[config.mk]
export PLATFORM = sky130hd
export DESIGN_NAME = lbac_top
export DESIGN_NICKNAME = d
export VERILOG_FILES = /design/src/pkg/lbac_pkg.sv /design/src/rtl/lbac_switch_timer.sv /design/src/rtl/lbac_top.sv
export VERILOG_INCLUDE_DIRS = /design/src /design/src/pkg
export SDC_FILE = /design/constraint.sdc
export NUM_CORES = 1
export LEC_CHECK = 0
export BUFFER_PORTS_ARGS = -buffer_cell sky130_fd_sc_hd__buf_2
export CAP_MARGIN = 20
export CORE_ASPECT_RATIO = 0.7
export CORE_MARGIN = 2
export CORE_UTILIZATION = 45
export CTS_BUF_LIST = sky130_fd_sc_hd__clkbuf_4 sky130_fd_sc_hd__clkbuf_8 sky130_fd_sc_hd__clkbuf_16
export CTS_CLUSTER_DIAMETER = 150
export CTS_CLUSTER_SIZE = 12
export DETAILED_ROUTE_END_ITERATION = 8
export PLACE_DENSITY = 0.67
export SLEW_MARGIN = 20
export SYNTH_ARGS = -nofsm -noshare
export SYNTH_HDL_FRONTEND = slang
export SYNTH_SLANG_ARGS = --single-unit
[constraint.sdc]
create_clock -name mclk -period 4 [get_ports mclk]
set_input_delay 0.2 -clock mclk [delete_from_list [all_inputs] [get_ports mclk]]
set_output_delay 0.2 -clock mclk [all_outputs]
set_load 0.02 [all_outputs]
[src/pkg/lbac_defines.svh]
// timing counts, table codes and loop constants for the boost control block
`ifndef LBAC_DEFINES_SVH
`define LBAC_DEFINES_SVH

`define LBAC_CLK_PERIOD_NS 5
// minimum switch times, ns, per frequency band
`define LBAC_LO_TOFF_NS 150
`define LBAC_LO_TON_NS 150
`define LBAC_HI_TOFF_NS 40
`define LBAC_HI_TON_NS 110
// least times round up to whole cycles
`define LBAC_CYC_UP(ns) (((ns) + `LBAC_CLK_PERIOD_NS - 1) / `LBAC_CLK_PERIOD_NS)
`define LBAC_LO_TOFF_CYC `LBAC_CYC_UP(`LBAC_LO_TOFF_NS)
`define LBAC_LO_TON_CYC `LBAC_CYC_UP(`LBAC_LO_TON_NS)
`define LBAC_HI_TOFF_CYC `LBAC_CYC_UP(`LBAC_HI_TOFF_NS)
`define LBAC_HI_TON_CYC `LBAC_CYC_UP(`LBAC_HI_TON_NS)
// boost frequencies in kHz; table index = boost_freq_resistor code
`define LBAC_F0_KHZ 400
`define LBAC_F1_KHZ 200
`define LBAC_F2_KHZ 303
`define LBAC_F3_KHZ 100
`define LBAC_F4_KHZ 500
`define LBAC_F5_KHZ 1818
`define LBAC_F6_KHZ 2000
`define LBAC_F7_KHZ 2222
`define LBAC_CLK_KHZ 200000
// first code of the fast band
`define LBAC_HI_BAND_CODE 3'h5
// boost reference, 12-bit, min..max; initial level about 88 percent
`define LBAC_REF_MAX 12'hFFF
`define LBAC_REF_MIN 12'h000
`define LBAC_REF_INIT 12'hE14
// sink sampling interval in cycles
`define LBAC_SAMPLE_CYC 16'h03E8
// sync presence: edges seen in the detection window
`define LBAC_DET_CYC 16'h2710
`define LBAC_DET_EDGES 4'h4
// sync clock lost after this many cycles without an edge
`define LBAC_SYNC_LOSS_CYC 16'h1000
`define LBAC_NUM_SINKS 4
`endif

[src/pkg/lbac_pkg.sv]
// types for the boost control block
package lbac_pkg;
  typedef enum logic [1:0] {
    LBAC_OFF,
    LBAC_DETECT,
    LBAC_INIT_RAMP,
    LBAC_ADAPT
  } lbac_state_t;
  typedef enum logic [1:0] {
    LBAC_SEL_1,
    LBAC_SEL_2,
    LBAC_SEL_3,
    LBAC_SEL_4
  } lbac_strings_t;
endpackage

[src/rtl/lbac_switch_timer.sv]
// one switching cycle of the boost: period, current limit, min on/off
`timescale 1ns/10ps
`include "lbac_defines.svh"
module lbac_switch_timer
  import lbac_pkg::*;
(
  // clock and reset
  input wire logic mclk,
  input wire logic rst_b,
  // control
  input wire logic run,
  input wire logic [2:0] freq_code,
  input wire logic ext_tick,
  input wire logic use_ext,
  input wire logic ilimit_hit,
  input wire logic pwm_off_req,
  // result
  output logic gate,
  output logic cycle_start
);
  logic [11:0] period;
  logic [11:0] cnt;
  logic [7:0] on_cnt;
  logic [7:0] off_cnt;
  logic [7:0] min_on;
  logic [7:0] min_off;
  logic int_tick;
  logic start;
  logic cut;
  logic max_duty;

  always_comb begin
    unique case (freq_code)
      3'h0: period = 12'(`LBAC_CLK_KHZ / `LBAC_F0_KHZ);
      3'h1: period = 12'(`LBAC_CLK_KHZ / `LBAC_F1_KHZ);
      3'h2: period = 12'(`LBAC_CLK_KHZ / `LBAC_F2_KHZ);
      3'h3: period = 12'(`LBAC_CLK_KHZ / `LBAC_F3_KHZ);
      3'h4: period = 12'(`LBAC_CLK_KHZ / `LBAC_F4_KHZ);
      3'h5: period = 12'(`LBAC_CLK_KHZ / `LBAC_F5_KHZ);
      3'h6: period = 12'(`LBAC_CLK_KHZ / `LBAC_F6_KHZ);
      3'h7: period = 12'(`LBAC_CLK_KHZ / `LBAC_F7_KHZ);
    endcase
  end

  // band limits; 2000 kHz shares the fast band values
  always_comb begin
    if (freq_code >= `LBAC_HI_BAND_CODE) begin
      min_on = 8'(`LBAC_HI_TON_CYC);
      min_off = 8'(`LBAC_HI_TOFF_CYC);
    end else begin
      min_on = 8'(`LBAC_LO_TON_CYC);
      min_off = 8'(`LBAC_LO_TOFF_CYC);
    end
  end

  assign int_tick = (cnt == period - 12'h001);
  assign start = run && (use_ext ? ext_tick : int_tick);
  assign cycle_start = start;
  // loop request is idle at the top, so end each pulse early enough that
  // the next start finds min off-time behind it; internal clock only
  assign max_duty = !use_ext
                    && (cnt >= period - 12'(min_off) - 12'h002);
  // limit and loop request end the pulse, never before min on-time
  assign cut = (ilimit_hit || pwm_off_req || max_duty)
               && (on_cnt >= min_on);

  always_ff @(posedge mclk or negedge rst_b) begin
    if (!rst_b) begin
      cnt <= 12'h000;
    end else if (!run || start) begin
      cnt <= 12'h000;
    end else begin
      cnt <= cnt + 12'h001;
    end
  end

  always_ff @(posedge mclk or negedge rst_b) begin
    if (!rst_b) begin
      gate <= 1'b0;
      on_cnt <= 8'h00;
      off_cnt <= 8'h00;
    end else if (!run) begin
      gate <= 1'b0;
      on_cnt <= 8'h00;
      off_cnt <= 8'hFF;
    end else if (start && off_cnt >= min_off) begin
      gate <= 1'b1;
      on_cnt <= 8'h00;
    end else if (gate && cut) begin
      gate <= 1'b0;
      off_cnt <= 8'h00;
    end else if (gate) begin
      on_cnt <= (on_cnt == 8'hFF) ? on_cnt : on_cnt + 8'h01;
    end else begin
      off_cnt <= (off_cnt == 8'hFF) ? off_cnt : off_cnt + 8'h01;
    end
  end
endmodule

[src/rtl/lbac_top.sv]
// boost control: enable, sync, pump status, fault pin, adaptive loop
// Summary of operation
// - device runs only while enable is high, stops when it falls
// - bus and fault detection idle while disabled; both run when enabled
// - at start-up detect external sync clock, else use internal oscillator
// - static high sync pin enables spread spectrum, low disables it
// - brightness from dim input duty by default, bus may override
// - fault output is open drain, pulls low only
// - charge pump enabled unless pump supply tied to main supply
// - with pump enabled, report flying capacitor detection flag
// - with pump enabled, pump fault sets flag and asserts fault output
// - pump interrupt enable gates output; flag still recorded
// - boost frequency picked from eight-entry resistor table
// - current limit cuts switch once min on-time has passed, restart next cycle
// - current limit sets no flag and no fault output
// - minimum on and off times per frequency band
// - loop watches only sinks active by string count
// - open or shorted strings excluded from the loop
// - sinks sampled periodically; raise boost if any below headroom
// - otherwise step boost down until a sink touches headroom
// - ramp to about 88 percent level before sinks active
// - dimming mode, strings, dim frequency from setting resistors
// - latched faults cleared by bus command or enable falling edge
// - sink phases spaced by 360 degrees over string count
// - spread spectrum off from one cycle after external sync mode is taken
`timescale 1ns/10ps
`include "lbac_defines.svh"
module lbac_top
  import lbac_pkg::*;
(
  // clock and reset
  input wire logic mclk,
  input wire logic rst_b,
  // pins
  input wire logic enable_in,
  input wire logic boost_sync_in,
  input wire logic dim_pwm_in,
  input wire logic pump_supply_pin,
  input wire logic flycap_sense,
  input wire logic pump_fault_in,
  input wire logic switch_sense_pin,
  // setting resistor codes, decoded by the analog front end
  input wire logic [2:0] boost_freq_resistor,
  input wire logic [2:0] dim_freq_resistor,
  input wire logic [1:0] string_count_resistor,
  input wire logic [1:0] dim_mode_resistor,
  // sink status
  input wire logic [3:0] sink_below_headroom,
  input wire logic [3:0] sink_at_headroom,
  input wire logic [3:0] string_fault,
  input wire logic sinks_active,
  // bus side controls
  input wire logic bus_bright_sel,
  input wire logic [15:0] bus_bright,
  input wire logic pump_irq_enable,
  input wire logic fault_clear,
  // status
  output logic device_on,
  output logic bus_active,
  output logic fault_detect_on,
  output logic ext_sync_mode,
  output logic spread_enable,
  output logic pump_enable,
  output logic flycap_detect_flag,
  output logic pump_fault_flag,
  output logic [2:0] boost_freq_sel,
  output logic [2:0] dim_freq_sel,
  output logic [1:0] dim_mode,
  output logic [3:0] sink_used,
  output logic [1:0] phase_step,
  output logic bright_src_bus,
  output logic [15:0] bright_level,
  output logic [11:0] boost_ref,
  output logic boost_gate,
  // open-drain fault output
  output logic fault_int_out,
  output logic fault_int_oe
);
  lbac_state_t state;
  logic [1:0] en_s;
  logic [1:0] sync_s;
  logic [1:0] pwm_s;
  logic [1:0] ps_s;
  logic [1:0] fc_s;
  logic [1:0] pf_s;
  logic [1:0] is_s;
  logic en_d;
  logic sync_d;
  logic pwm_d;
  logic en_fall;
  logic sync_rise;
  logic [15:0] det_cnt;
  logic [3:0] edge_cnt;
  logic [15:0] loss_cnt;
  logic [15:0] samp_cnt;
  logic [15:0] hi_cnt;
  logic [15:0] per_cnt;
  logic [3:0] monitored;
  logic cyc_start;
  logic run;

  // two-flop synchronisers for pins
  always_ff @(posedge mclk or negedge rst_b) begin
    if (!rst_b) begin
      en_s <= 2'h0;
      sync_s <= 2'h0;
      pwm_s <= 2'h0;
      ps_s <= 2'h0;
      fc_s <= 2'h0;
      pf_s <= 2'h0;
      is_s <= 2'h0;
    end else begin
      en_s <= {en_s[0], enable_in};
      sync_s <= {sync_s[0], boost_sync_in};
      pwm_s <= {pwm_s[0], dim_pwm_in};
      ps_s <= {ps_s[0], pump_supply_pin};
      fc_s <= {fc_s[0], flycap_sense};
      pf_s <= {pf_s[0], pump_fault_in};
      is_s <= {is_s[0], switch_sense_pin};
    end
  end

  always_ff @(posedge mclk or negedge rst_b) begin
    if (!rst_b) begin
      en_d <= 1'b0;
      sync_d <= 1'b0;
      pwm_d <= 1'b0;
    end else begin
      en_d <= en_s[1];
      sync_d <= sync_s[1];
      pwm_d <= pwm_s[1];
    end
  end

  assign en_fall = en_d && !en_s[1];
  assign sync_rise = sync_s[1] && !sync_d;

  assign device_on = (state != LBAC_OFF);
  assign bus_active = device_on;
  assign fault_detect_on = device_on;
  assign run = (state == LBAC_INIT_RAMP) || (state == LBAC_ADAPT);

  // main sequence
  always_ff @(posedge mclk or negedge rst_b) begin
    if (!rst_b) begin
      state <= LBAC_OFF;
    end else if (!en_s[1]) begin
      state <= LBAC_OFF;
    end else begin
      unique case (state)
        LBAC_OFF: state <= LBAC_DETECT;
        LBAC_DETECT: begin
          if (det_cnt == `LBAC_DET_CYC) begin
            state <= LBAC_INIT_RAMP;
          end
        end
        LBAC_INIT_RAMP: begin
          if (sinks_active && boost_ref == `LBAC_REF_INIT) begin
            state <= LBAC_ADAPT;
          end
        end
        LBAC_ADAPT: begin
          if (!sinks_active) begin
            state <= LBAC_INIT_RAMP;
          end
        end
      endcase
    end
  end

  // sync clock detection window at start-up
  always_ff @(posedge mclk or negedge rst_b) begin
    if (!rst_b) begin
      det_cnt <= 16'h0000;
      edge_cnt <= 4'h0;
    end else if (state != LBAC_DETECT) begin
      det_cnt <= 16'h0000;
      edge_cnt <= 4'h0;
    end else begin
      det_cnt <= det_cnt + 16'h0001;
      if (sync_rise && edge_cnt != 4'hF) begin
        edge_cnt <= edge_cnt + 4'h1;
      end
    end
  end

  // external mode chosen at start-up, dropped if the clock stops
  always_ff @(posedge mclk or negedge rst_b) begin
    if (!rst_b) begin
      ext_sync_mode <= 1'b0;
      loss_cnt <= 16'h0000;
    end else if (state == LBAC_DETECT) begin
      loss_cnt <= 16'h0000;
      if (det_cnt == `LBAC_DET_CYC) begin
        ext_sync_mode <= (edge_cnt >= `LBAC_DET_EDGES);
      end
    end else if (!device_on) begin
      ext_sync_mode <= 1'b0;
      loss_cnt <= 16'h0000;
    end else if (ext_sync_mode) begin
      if (sync_rise) begin
        loss_cnt <= 16'h0000;
      end else if (loss_cnt == `LBAC_SYNC_LOSS_CYC) begin
        ext_sync_mode <= 1'b0;
      end else begin
        loss_cnt <= loss_cnt + 16'h0001;
      end
    end
  end

  // static level selects spreading; forced off from one cycle after ext_sync_mode sets
  always_ff @(posedge mclk or negedge rst_b) begin
    if (!rst_b) begin
      spread_enable <= 1'b0;
    end else begin
      spread_enable <= device_on && !ext_sync_mode
                       && sync_s[1];
    end
  end

  // strap codes followed through the detection window, then held
  always_ff @(posedge mclk or negedge rst_b) begin
    if (!rst_b) begin
      boost_freq_sel <= 3'h0;
      dim_freq_sel <= 3'h0;
      dim_mode <= 2'h0;
      sink_used <= 4'h0;
      phase_step <= 2'h0;
      pump_enable <= 1'b0;
    end else if (state == LBAC_DETECT) begin
      boost_freq_sel <= boost_freq_resistor;
      dim_freq_sel <= dim_freq_resistor;
      dim_mode <= dim_mode_resistor;
      // pump off when its supply pin is tied to main supply
      pump_enable <= !ps_s[1];
      unique case (lbac_strings_t'(string_count_resistor))
        LBAC_SEL_1: sink_used <= 4'h1;
        LBAC_SEL_2: sink_used <= 4'h3;
        LBAC_SEL_3: sink_used <= 4'h7;
        LBAC_SEL_4: sink_used <= 4'hF;
      endcase
      // phase step carries the string count code; three strings use 120 degrees
      phase_step <= string_count_resistor;
    end
  end

  // brightness: duty of dim input by default, bus when selected
  always_ff @(posedge mclk or negedge rst_b) begin
    if (!rst_b) begin
      per_cnt <= 16'h0000;
      hi_cnt <= 16'h0000;
      bright_level <= 16'h0000;
      bright_src_bus <= 1'b0;
    end else if (!device_on) begin
      per_cnt <= 16'h0000;
      hi_cnt <= 16'h0000;
      bright_src_bus <= 1'b0;
    end else begin
      bright_src_bus <= bus_bright_sel;
      if (pwm_s[1] && !pwm_d) begin
        per_cnt <= 16'h0000;
        hi_cnt <= 16'h0001;
        if (!bus_bright_sel) begin
          // high time in cycles; scaled by the dimming stage
          bright_level <= hi_cnt;
        end
      end else begin
        per_cnt <= per_cnt + 16'h0001;
        if (pwm_s[1] && hi_cnt != 16'hFFFF) begin
          hi_cnt <= hi_cnt + 16'h0001;
        end
      end
      if (bus_bright_sel) begin
        bright_level <= bus_bright;
      end
    end
  end

  // pump status flags; hardware set wins over clear
  always_ff @(posedge mclk or negedge rst_b) begin
    if (!rst_b) begin
      flycap_detect_flag <= 1'b0;
      pump_fault_flag <= 1'b0;
    end else if (!device_on) begin
      flycap_detect_flag <= 1'b0;
    end else begin
      flycap_detect_flag <= pump_enable && fc_s[1];
      if (fault_detect_on && pump_enable && pf_s[1]) begin
        pump_fault_flag <= 1'b1;
      end else if (fault_clear || en_fall) begin
        pump_fault_flag <= 1'b0;
      end
    end
  end

  // current limit only cuts the gate; no flag path exists
  assign fault_int_out = 1'b0;
  always_ff @(posedge mclk or negedge rst_b) begin
    if (!rst_b) begin
      fault_int_oe <= 1'b0;
    end else begin
      // pull low while an enabled flag stands
      fault_int_oe <= pump_fault_flag && pump_irq_enable;
    end
  end

  // faulted strings drop out so an open string cannot run boost to max
  assign monitored = sink_used & ~string_fault;

  always_ff @(posedge mclk or negedge rst_b) begin
    if (!rst_b) begin
      samp_cnt <= 16'h0000;
    end else if (!run || samp_cnt == `LBAC_SAMPLE_CYC) begin
      samp_cnt <= 16'h0000;
    end else begin
      samp_cnt <= samp_cnt + 16'h0001;
    end
  end

  always_ff @(posedge mclk or negedge rst_b) begin
    if (!rst_b) begin
      boost_ref <= `LBAC_REF_MIN;
    end else if (!device_on) begin
      boost_ref <= `LBAC_REF_MIN;
    end else if (state == LBAC_INIT_RAMP) begin
      if (boost_ref < `LBAC_REF_INIT) begin
        boost_ref <= boost_ref + 12'h001;
      end else if (boost_ref > `LBAC_REF_INIT) begin
        boost_ref <= boost_ref - 12'h001;
      end
    end else if (state == LBAC_ADAPT && samp_cnt == `LBAC_SAMPLE_CYC) begin
      if (|(monitored & sink_below_headroom)) begin
        if (boost_ref != `LBAC_REF_MAX) begin
          boost_ref <= boost_ref + 12'h001;
        end
      end else if (!(|(monitored & sink_at_headroom))) begin
        if (boost_ref != `LBAC_REF_MIN) begin
          boost_ref <= boost_ref - 12'h001;
        end
      end
    end
  end

  lbac_switch_timer u_timer (
    .mclk(mclk),
    .rst_b(rst_b),
    .run(run),
    .freq_code(boost_freq_sel),
    .ext_tick(sync_rise),
    .use_ext(ext_sync_mode),
    .ilimit_hit(is_s[1]),
    .pwm_off_req(1'b0),
    .gate(boost_gate),
    .cycle_start(cyc_start)
  );
endmodule

==> results of run 1 <==
## stage by stage
stage	util	hold WS (ps)	area [sq um]	total power (W)	setup slack (ps)
after floorplan	-	-95.6	9170	0.00356	-29.2
after global placement	0.504	309	10000	0.00414	31.6
after detailed placement	0.504	310	10000	0.00418	-80.8
after CTS	0.546	38.0	10800	0.00595	3.14
after global routing	0.552	52.1	10900	0.00643	-43.7
final	0.552	45.8	10900	0.00603	120
## area by class of cell
class                   count  area [sq um]  area share
multi-input cells         747          4770       0.435
clock inverters            15           201      0.0184
well taps                 270           338      0.0309
clock buffers              17           425      0.0389
flip-flops and latches    165          4130       0.377
inverters                  47           176      0.0161
repair buffers            145           910      0.0831
## cell families (layout without fill, tap and decap cells)
group,after synthesis,count (layout)
simple gates,409,409
compound gates,192,192
flops,165,165
buf+inv,88,224
xor+xnor,81,81
fa+ha+maj,38,38
mux,25,25
other cells,2,2
## how the worst max path moves through the flow
stage | from | cells past startpoint | end
finish | boost_freq_sel[0]$_DFFE_PN0P_ | 20 | u_timer.on_cnt[3]$_DFFE_PN0P_
global route | boost_freq_sel[1]$_DFFE_PN0P_ | 22 | u_timer.off_cnt[4]$_DFFE_PN0P_
CTS | boost_freq_sel[1]$_DFFE_PN0P_ | 18 | u_timer.off_cnt[7]$_DFFE_PN0P_
detailed placement | boost_freq_sel[0]$_DFFE_PN0P_ | 19 | u_timer.on_cnt[3]$_DFFE_PN0P_
global placement | boost_freq_sel[0]$_DFFE_PN0P_ | 19 | u_timer.on_cnt[3]$_DFFE_PN0P_
floorplan | boost_freq_sel[0]$_DFFE_PN0P_ | 21 | u_timer.on_cnt[4]$_DFFE_PN0P_
## synthesized netlist by cell type (all sizes together), types with 13 or more instances
cell type | count | area share
a211oi | 13 | 0.011
a21oi | 46 | 0.026
and3 | 22 | 0.015
buf | 14 | 0.0092
clkbuf | 27 | 0.011
dfrtp | 165 | 0.45
ha | 38 | 0.052
inv | 47 | 0.019
mux2i | 24 | 0.026
nand2 | 111 | 0.046
nand2b | 13 | 0.0089
nand3 | 48 | 0.026
nand4 | 17 | 0.012
nor2 | 118 | 0.048
nor3 | 20 | 0.011
o21ai | 62 | 0.034
xnor2 | 40 | 0.038
xor2 | 41 | 0.039
## state kept, by name, summed over array words and instances (netlist names), 8 cells and up
| name | flops |
|---|---|
| boost_ref | 12 |
| bright_level | 16 |
| det_cnt | 16 |
| hi_cnt | 16 |
| loss_cnt | 16 |
| samp_cnt | 16 |
| u_timer.cnt | 12 |
| u_timer.off_cnt | 8 |
| u_timer.on_cnt | 8 |
## layer usage
metal  global-route usage  vias to the layer above  wire [um]
met2                0.296                      155       9020
li1                     -                     3745          -
met3               0.0381                       19        968
met5                    0                        -          0
met1                0.320                     3628      11200
met4               0.0604                        0        264
## critical path, cell delays in order (launching register included)
cell,delay [ps]
dfrtp_2,430
ha_2,210
nor2_2,160
nand2_1,70
a21oi_1,140
a21oi_1,70
ha_1,330
buf_4,160
o21ai_0,140
o21ai_1,100
a31o_2,270
a21oi_2,140
xnor2_1,130
ha_1,270
nand3_1,80
a21oi_1,60
o31a_1,330
buf_12,160
nor4b_2,290
xnor2_1,150
nor2_1,50
## power by group
part	internal (W)	switching (W)	leakage (nW)
Clock	0.000912	0.000806	0.304
Sequential	0.00186	0.000256	2.17
Combinational	0.000885	0.00131	2.49
Total	0.00366	0.00237	4.96
## what timing repair did
action / in CTS / in global routing
resized for setup: 4 / 14
buffers inserted: 0 / 3
pin swaps: 0 / 8
endpoints found under the setup margin: 8 / 16
hold endpoints to repair: 110 / 0
hold buffers: 19 / 0
==> key figures, run 1 <==
Outcome
  – Outcome: finished, final reports clean

Synth
  – Netlist Area Pre-Place: a little over 0.009 sq mm
  – Seq/Total Area, Yosys: 0.452
  – Post-synthesis mux area share: 0.0275
  – Synth Area in Compound Gates: 0.137
  – Mean post-synth cell area: between 9 and 10 sq um
  – Post-Synthesis Net Count: around 1.1k
  – Post-synthesis sequential element count: 165
  – Post-Syn Instances: roughly 1k
  – Synth Area in Simple Gates: 0.214
  – Synth unique cells: between 70 and 80
  – YS warnings: 0
  – Adder-cell share of the synthesized area: 0.0520
  – Largest family of logic cells by synthesized area: simple AND/OR/NAND/NOR gates
  – Number of synthesized flops with an enable pin: 0
  – Synth Area in XOR/XNOR: 0.0776
  – Post-synthesis async set-or-reset flop share: 1.00
  – Ys flop type: dfrtp_1

Detailed routing
  – Pre-antenna DRT Iters: 5
  – Routed Antenna Nets: 0
  – Vias per Instance: 5.37
  – DRC Markers: 0
  – 1st-iter DRT viols: between 500 and 600
  – WL final: about 21000 um
  – Routed len/inst: approximately 15 um
  – Via count: ~7.5k

Setup path
  – Worst r2r src: boost_freq_sel[0]$_DFFE_PN0P_
  – Max FO, Critical Path: 17
  – Flop2flop setup slack: around 120 ps
  – R2R Path End: u_timer.on_cnt[3]$_DFFE_PN0P_
  – CP Capture Type: flop
  – R2r worst-path depth: 20
  – Setup crit start kind: flop
  – CP Class: flop to flop
  – Crit path DAT: between 4000 and 5000 ps
  – Worst path required time: 4310 ps

GRT
  – GRT Total Usage: 0.208
  – First-pass GRT wire length: about 36000 um
  – Vias in the first global route: ~7.0k
  – Total gr overflow: 0
  – Largest net degree at the start of global routing: 94
  – Initial antenna violation count: 0

Cells and area
  – Filler cell count: about 1.7k
  – Post-route insts no fill: 1406
  – Fraction of layout cells with a size suffix above 1: 0.168
  – Layout area overhead: 19.8%
  – Commonest non-fill, non-tap cell in the layout: dfrtp_1
  – ANT cells: 0
  – Fin nets: approximately 1.2k
  – Commonest non-fill, non-tap cells in the layout: dfrtp_1, nor2_1, nand2_1, buf_2, o21ai_0

Clock tree
  – Clock latency on the worst-skew pair: around 440 ps
  – Max Buffers Root-to-Sink: 2
  – CTS tree: done
  – Clk pin slew, worst setup/hold paths: approximately 80 ps
  – # H-tree levels: 4
  – CTS Buf Count: 17
  – Clk sinks: ~170
  – Root Driver: clkbuf_16

Pwr
  – Maximum VDD drop: ~360 uV
  – Power Density: between 500 and 600 mW/mm^2
  – Leak: a little under 5 nW

Min path
  – Worst min-delay path category: primary input to flop
  – Min-Delay Path Depth: 3
  – Hold_sp: bus_bright[4]
  – Hold endpoint: bright_level[4]$_DFFE_PN0P_

Timing
  – Fin crit period: 3880 ps
  – F_max: ~260 MHz
  – Max_slew headroom: 0.386
  – Fin Setup TNS: 0 ps
  – Share of the cycle needed by the critical path after routing: 0.970
  – Final Slew Violations: 0
  – Worst-margin pin slew: approximately 920 ps
  – Clock skew: about 12 ps
  – Setup-failing EPs final: 0
  – Final Hold Viols: 0

Die
  – CORE AREA: ~0.020 sq mm
  – Num ports: about 110
  – Die W: about 170 um
  – Die area: about 0.021 sq mm
  – # rows: 43
  – Die Span Y: ~120 um
  – Starting Density: 0.461

Placement
  – Dpl hpwl: around 15000 um
  – Port Buffers: between 100 and 150
  – GP Congestion: between 0.8 and 0.9
  – DP Cell Count: roughly 1.4k

Run
  – MaxCap Viol Count: 0
No activity file was read; power rests on OpenSTA's default activity.
==> run 2, diff against run 1 <==
Settings changed: ABC_AREA set to 1, PLACE_DENSITY 0.67 to 0.66.
==> run 2 against run 1 <==
- hold slack got worse by 29 ps
- routed wire length rose by 12%
- critical path depth rose by 7
- die area rose by 6.5%
- flip-flop and latch count did not move
- combinational power rose by 18%
- worst setup slack improved by 210 ps
- critical path type unchanged
- sequential power rose by 3%
- synthesized cell count rose by 28%
- sequential share of layout area fell by 1.3 points
- highest routed layer unchanged
- synthesized area rose by 6.7%
==> key figures, run 2 <==
Outcome
  – Outcome: finished, final reports clean (unchanged)

Timing
  – Final Slew Violations: 0 (unchanged)
  – Setup-failing EPs final: 0 (unchanged)
  – Worst-margin pin slew: 921 ps (was 919 ps)
  – Final Hold Viols: 0 (unchanged)
  – Max_slew headroom: 0.386 (about the same)
  – Worst hold slack: 17.0 ps (was 45.8 ps)
  – Fin Setup TNS: 0 ps (unchanged)
  – Final WS setup: 330 ps (was 120 ps)
  – Share of the cycle needed by the critical path after routing: 0.918 (was 0.970)
  – F_max: 272 MHz (was 258 MHz)
  – Clock skew: 10.9 ps (was 11.8 ps)
  – Fin crit period: 3670 ps (was 3880 ps)

Placement
  – Port Buffers: 103 (unchanged)
  – Setup slack after placement: 208 ps (was -80.8 ps)
  – DP Area: 0.0105 sq mm (was 0.0100 sq mm)
  – Dpl hpwl: 17600 um (was 14800 um)
  – GP Congestion: 0.969 (was 0.853)

Die
  – CORE AREA: 0.0215 sq mm (was 0.0199 sq mm)
  – # rows: 45 (was 43)
  – Starting Density: 0.455 (was 0.461)
  – Num ports: 105 (unchanged)
  – Die W: 180 um (was 174 um)
  – Die Span Y: 127 um (was 123 um)
  – Die area: 0.0229 sq mm (was 0.0215 sq mm)

GRT
  – Initial antenna violation count: 0 (unchanged)
  – Largest net degree at the start of global routing: 81 (was 94)
  – Total gr overflow: 0 (unchanged)
  – Vias in the first global route: 7594 (was 6963)
  – First-pass GRT wire length: 39300 um (was 35700 um)
  – GRT Total Usage: 0.212 (was 0.208)

Clock tree
  – Clk pin slew, worst setup/hold paths: 70 ps (was 80 ps)
  – Clock latency on the worst-skew pair: 440 ps (about the same)
  – Root Driver: clkbuf_16 (unchanged)
  – CTS Buf Count: 17 (unchanged)
  – CTS tree: done (unchanged)
  – Clk sinks: 165 (unchanged)
  – # H-tree levels: 4 (unchanged)
  – Max Buffers Root-to-Sink: 2 (unchanged)

Synth
  – Mean post-synth cell area: 7.61 sq um (was 9.14 sq um)
  – Seq/Total Area, Yosys: 0.423 (was 0.452)
  – Synth unique cells: 46 (was 75)
  – Post-Syn Instances: 1282 (was 1000)
  – Synth top area cells: dfrtp_1, nand2_1, inv_1 (was dfrtp_1, ha_1, nor2_1)
  – Area leader, netlist: dfrtp_1 (unchanged)
  – Number of synthesized flops with an enable pin: 0 (unchanged)
  – Yosys top cell area share: 0.423 (was 0.452)
  – Post-Synthesis Net Count: 1371 (was 1089)
  – Post-synthesis async set-or-reset flop share: 1.00 (unchanged)
  – Netlist Area Pre-Place: 0.00975 sq mm (was 0.00914 sq mm)
  – Count leader, synth: nand2_1 (was dfrtp_1)
  – YS warnings: 0 (unchanged)
  – Synth cell count leaders: nand2_1, dfrtp_1, inv_1, nor2_1, nand3_1 (was dfrtp_1, nor2_1, nand2_1, o21ai_0, nand3_1)
  – Ys flop type: dfrtp_1 (unchanged)
  – Post-synthesis sequential element count: 165 (unchanged)

Detailed routing
  – Met2 WL: 9290 um (was 9020 um)
  – Routed len/inst: 14.2 um (was 15.3 um)
  – Vias per Instance: 5.12 (was 5.37)
  – DRC Markers: 0 (unchanged)
  – M1 wire length: 13100 um (was 11200 um)
  – WL met3: 1450 um (was 968 um)
  – Pre-antenna DRT Iters: 5 (unchanged)
  – DR top layer: met4 (unchanged)
  – 1st-iter DRT viols: 695 (was 574)
  – WL final: 24100 um (was 21500 um)
  – Via count: 8683 (was 7547)
  – Routed Antenna Nets: 0 (unchanged)

Cells and area
  – ANT cells: 0 (unchanged)
  – Commonest non-fill, non-tap cells in the layout: nand2_1, dfrtp_1, inv_1, nor2_1, buf_2 (was dfrtp_1, nor2_1, nand2_1, buf_2, o21ai_0)
  – Fraction of layout cells with a size suffix above 1: 0.139 (was 0.168)
  – Filler cell count: 2043 (was 1721)
  – Post-layout instance area: 0.0113 sq mm (was 0.0109 sq mm)
  – Fin nets: 1491 (was 1212)
  – Commonest non-fill, non-tap cell in the layout: nand2_1 (was dfrtp_1)
  – Layout area overhead: 16.4% (was 19.8%)

Setup path
  – Crit path from: boost_freq_sel[0]$_DFFE_PN0P_ (unchanged)
  – Setup crit start kind: flop (unchanged)
  – R2r worst-path depth: 27 (was 20)
  – Crit path DAT: 4000 ps (was 4190 ps)
  – CP peak stage delay: 390 ps (was 430 ps)
  – Worst path required time: 4330 ps (was 4310 ps)
  – Worst r2r src: boost_freq_sel[0]$_DFFE_PN0P_ (unchanged)
  – Crit-path most repeated cell: nand2_1 (was a21oi_1)
  – CP Capture Type: flop (unchanged)
  – CP Class: flop to flop (unchanged)
  – Max FO, Critical Path: 8 (was 17)
  – Crit path max-delay cell type: dfrtp_1 (was dfrtp_2)

Min path
  – Worst min-delay path category: primary input to flop (unchanged)
  – Min-Delay Path Depth: 3 (unchanged)
  – Hold_sp: string_count_resistor[0] (was bus_bright[4])

Run
  – MaxCap Viol Count: 0 (unchanged)

Pwr
  – Leak: 5.48 nW (was 4.96 nW)
  – Overall power: 0.00648 W (was 0.00603 W)
  – Maximum VDD drop: 296 uV (was 357 uV)
  – Power Density: 571 mW/mm^2 (was 551 mW/mm^2)
[run 2: changes by cell type in the layout (fill, tap and decap cells not counted), moves of 12 or more]
cell	before	now
a31oi_1	5	19
nand2_1	111	323
xnor2_1	40	11
nand3_1	48	92
nor3_1	19	49
mux2i_1	24	0
nand2b_1	12	0
inv_1	45	144
and3_1	22	2
[run 2: through the flow]
stage	cells	util
after global routing	1696	0.529
after CTS	1694	0.527
after floorplan	1282	-
after global placement	1647	0.492
after detailed placement	1647	0.492
final	1696	0.529
[run 2: final cells by class]
cell class	instances	area, sq um	area share
Clock buffer	20	454	0.0400
Clock inverter	11	151	0.0133
Inverter	155	582	0.0513
Multi-Input combinational cell	929	4880	0.430
Sequential cell	165	4130	0.364
Tap cell	282	353	0.0311
Timing Repair Buffer	134	795	0.0700
[run 2: repair_timing]
| action | in CTS | in global routing |
|---|---|---|
| gates resized for setup | 0 | 6 |
| setup endpoints to repair | 0 | 16 |
| setup buffers | 0 | 1 |
| endpoints found under the hold margin | 92 | 0 |
| hold buffers | 16 | 0 |
[run 2: path summary, 6_finish.rpt]
check	slack, ps	endpoint
min in group asynchronous	360	u_timer.off_cnt[3]$_DFFE_PN0P_
hold / removal	20	phase_step[0]$_DFFE_PN0P_
hold reg to reg	350	fc_s[1]$_DFF_PN0_
setup / recovery	330	u_timer.off_cnt[6]$_DFFE_PN0P_
max in group asynchronous	2700	loss_cnt[7]$_DFFE_PN0P_
setup reg to reg	330	u_timer.off_cnt[6]$_DFFE_PN0P_
[run 2: cells by family (layout without fill, tap and decap cells)]
logic type,after synthesis,in the layout,synth area share
adder cells (fa/ha/maj),38,38,0.0488
AND/OR/NAND/NOR,675,676,0.306
flip-flops,165,165,0.423
XOR/XNOR,57,57,0.0512
buffers and inverters,189,320,0.0794
other,2,2,0.000770
AO/OA/AOI/OAI,156,156,0.0907
[run 2: where the power goes]
group          total (W)  switching, W  internal, W
sequential       0.00219      0.000282      0.00191
combinational    0.00259       0.00168     0.000905
clock            0.00170      0.000692      0.00101
total            0.00648       0.00266      0.00383
[run 2: critical path: cells and delay by family, from the launching register on]
kind | cells | cell delay (ps)
buf+inv | 5 | 490
flops | 1 | 390
xor+xnor | 1 | 140
compound gates | 1 | 100
simple gates | 17 | 1560
fa+ha+maj | 3 | 890
[run 2: routing by layer]
metal,GRT usage,vias up
met5,0,-
met4,0.0516,0
met3,0.0402,14
met2,0.278,226
met1,0.350,4031
li1,-,4412
==> run 3, diff against run 2 <==
Settings changed: BUFFER_PORTS_ARGS -buffer_cell sky130_fd_sc_hd__buf_2 to unset, DONT_BUFFER_PORTS set to 1, PLACE_DENSITY 0.66 to unset.
==> run 3 against run 2 <==
- the run now ends with negative hold slack left
- critical path type unchanged
- clock skew rose by 2.0 ps
- critical path depth did not move
- largest power group is now registers
- hold slack got worse by 560 ps
- count of clock-buffer cells in the layout fell by 3
==> key figures, run 3 (synthesis gave the netlist of run 2 again) <==
Outcome
  – Outcome: finished, violations left (was finished, final reports clean)
  – Failing checks: negative hold slack

Setup path
  – Max FO, Critical Path: 7 (was 8)
  – R2R Path End: u_timer.off_cnt[1]$_DFFE_PN0P_ (was u_timer.off_cnt[6]$_DFFE_PN0P_)
  – Flop2flop setup slack: 340 ps (was 330 ps)
  – R2r worst-path depth: 27 (unchanged)
  – Crit path DAT: 3990 ps (was 4000 ps)
  – Crit path capture: u_timer.off_cnt[1]$_DFFE_PN0P_ (was u_timer.off_cnt[6]$_DFFE_PN0P_)
  – Worst r2r src: boost_freq_sel[0]$_DFFE_PN0P_ (unchanged)
  – Crit-path most repeated cell: nand2_1 (unchanged)
  – CP Capture Type: flop (unchanged)
  – Worst path required time: 4330 ps (about the same)
  – Crit path max-delay cell type: dfrtp_1 (unchanged)
  – CP peak stage delay: 390 ps (about the same)
  – Setup crit start kind: flop (unchanged)
  – Crit path from: boost_freq_sel[0]$_DFFE_PN0P_ (unchanged)
  – CP Class: flop to flop (unchanged)

Pwr
  – Seq pwr share: 0.389 (was 0.338)
  – P_sw: 0.00263 W (was 0.00266 W)
  – Maximum VDD drop: 300 uV (was 296 uV)
  – Overall power: 0.00617 W (was 0.00648 W)
  – Internal: 0.00354 W (was 0.00383 W)
  – Comb pwr share: 0.349 (was 0.399)
  – Power Density: 559 mW/mm^2 (was 571 mW/mm^2)
  – Clock power share: 0.261 (was 0.263)
  – Leak: 5.15 nW (was 5.48 nW)
  – Sw frac: 0.427 (was 0.410)

Detailed routing
  – Routed Antenna Nets: 0 (unchanged)
  – Routed len/inst: 14.3 um (was 14.2 um)
  – Pre-antenna DRT Iters: 5 (unchanged)
  – DRC Markers: 0 (unchanged)
  – Vias per Instance: 5.09 (was 5.12)
  – 1st-iter DRT viols: 666 (was 695)
  – Via count: 8241 (was 8683)
  – WL final: 23200 um (was 24100 um)

Die
  – Die Span Y: 127 um (unchanged)
  – Die W: 180 um (unchanged)
  – CORE AREA: 0.0215 sq mm (unchanged)
  – Num ports: 105 (unchanged)
  – Die area: 0.0229 sq mm (unchanged)
  – # rows: 45 (unchanged)
  – Starting Density: 0.455 (unchanged)

Timing
  – Final Slew Violations: 0 (unchanged)
  – F_max: 273 MHz (was 272 MHz)
  – Setup-failing EPs final: 0 (unchanged)
  – Fin crit period: 3660 ps (was 3670 ps)
  – Max_slew headroom: 0.411 (was 0.386)
  – Final Hold Viols: 165 (was 0)
  – Worst hold slack: -544 ps (was 17.0 ps)
  – Clock skew: 12.9 ps (was 10.9 ps)
  – Worst-margin pin slew: 877 ps (was 921 ps)
  – Share of the cycle needed by the critical path after routing: 0.916 (was 0.918)

Clock tree
  – Clk pin slew, worst setup/hold paths: 70 ps (about the same)
  – CTS tree: done (unchanged)
  – Clk sinks: 165 (unchanged)
  – # H-tree levels: 4 (unchanged)
  – Max Buffers Root-to-Sink: 2 (unchanged)
  – Clock latency on the worst-skew pair: 430 ps (was 440 ps)
  – Cts-stage hold buffer count: 36 (was 16)
  – CTS Buf Count: 17 (unchanged)
  – Root Driver: clkbuf_16 (unchanged)

Min path
  – Worst min-delay path category: primary input to asynchronous set/reset pin (was primary input to flop)

GRT
  – Total gr overflow: 0 (unchanged)
  – Largest net degree at the start of global routing: 166 (was 81)
  – First-pass GRT wire length: 38700 um (was 39300 um)
  – Initial antenna violation count: 0 (unchanged)
  – Vias in the first global route: 7393 (was 7594)
  – GRT Total Usage: 0.208 (was 0.212)

Cells and area
  – Commonest non-fill, non-tap cells in the layout: nand2_1, dfrtp_1, inv_1, nor2_1, nand3_1 (was nand2_1, dfrtp_1, inv_1, nor2_1, buf_2)
  – Layout area overhead: 13.3% (was 16.4%)
  – Fraction of layout cells with a size suffix above 1: 0.0755 (was 0.139)
  – Post-layout instance area: 0.0110 sq mm (was 0.0113 sq mm)
  – Fin nets: 1413 (was 1491)
  – Final Util: 0.515 (was 0.529)
  – Commonest non-fill, non-tap cell in the layout: nand2_1 (unchanged)
  – ANT cells: 0 (unchanged)

Placement
  – Port Buffers: 0 (was 103)
  – DP Area: 0.0100 sq mm (was 0.0105 sq mm)
  – GP Congestion: 0.898 (was 0.969)
  – Dpl hpwl: 16700 um (was 17600 um)

Run
  – MaxCap Viol Count: 0 (unchanged)
## run 3: changes by cell type in the layout (fill, tap and decap cells not counted), sizes merged
cell	delta
dlygate4sd3	+20
bufinv	-3
clkinvlp	-4
buf	-98
clkinv	+2
clkbuf	-3
inv	+9
## run 3: layout make-up
class                           instances  area (sq um)
Clock buffer                           17           425
Clock inverter                         15           149
Fill cell                            2034         10400
Inverter                              155           582
Multi-Input combinational cell        929          4900
Sequential cell                       165          4130
Tap cell                              282           353
Timing Repair Buffer                   56           510
## run 3: stage by stage
stage               setup TNS [ps]  setup slack [ps]  cells  hold slack [ps]
global placement                 0               204   1542            -89.3
CTS                              0              44.7   1610             -557
global route                 -75.6             -21.5   1619             -568
detailed placement               0              70.2   1542            -89.7
floorplan                        0               193   1282            -95.6
finish                           0               337   1619             -544
## run 3: repair_timing
| action | CTS | global route |
|---|---|---|
| resized for setup | 0 | 11 |
| buffers inserted | 0 | 8 |
| setup endpoints to repair | 0 | 16 |
| hold endpoints to repair | 203 | 165 |
## run 3: worst min path at each step
stage,start,endpoint,slack [ps],depth (start not counted)
after floorplan,rst_b,boost_freq_sel[0]$_DFFE_PN0P_,-100,0
final,rst_b,dim_freq_sel[1]$_DFFE_PN0P_,-540,0
after CTS,rst_b,u_timer.off_cnt[2]$_DFFE_PN0P_,-560,0
after global placement,rst_b,u_timer.off_cnt[3]$_DFFE_PN0P_,-90,0
after detailed placement,rst_b,u_timer.off_cnt[3]$_DFFE_PN0P_,-90,0
after global routing,rst_b,u_timer.off_cnt[3]$_DFFE_PN0P_,-570,0
## run 3: power groups by stage
stage / registers (W) / logic [W] / clock network, W
floorplan: 0.00235 / 0.00168 / 0
global placement: 0.00243 / 0.00206 / 0
detailed placement: 0.00243 / 0.00207 / 0
CTS: 0.00240 / 0.00212 / 0.00165
global route: 0.00244 / 0.00249 / 0.00172
finish: 0.00240 / 0.00216 / 0.00161
## run 3: routing by layer
metal	wire length [um]	global-route usage
met5	0	0
met3	1280	0.0430
met4	180	0.0521
met1	12800	0.336
met2	8950	0.275
## run 3: critical path: cells and delay by family, from the launching register on
| kind | cells | cell delay, ps |
|---|---|---|
| DFF | 1 | 390 |
| and+or+nand+nor | 17 | 1540 |
| adders and majority gates | 3 | 870 |
| AOI/OAI and AO/OA | 1 | 100 |
| xor gates and xnor gates | 1 | 140 |
| buffers and inverters | 5 | 490 |
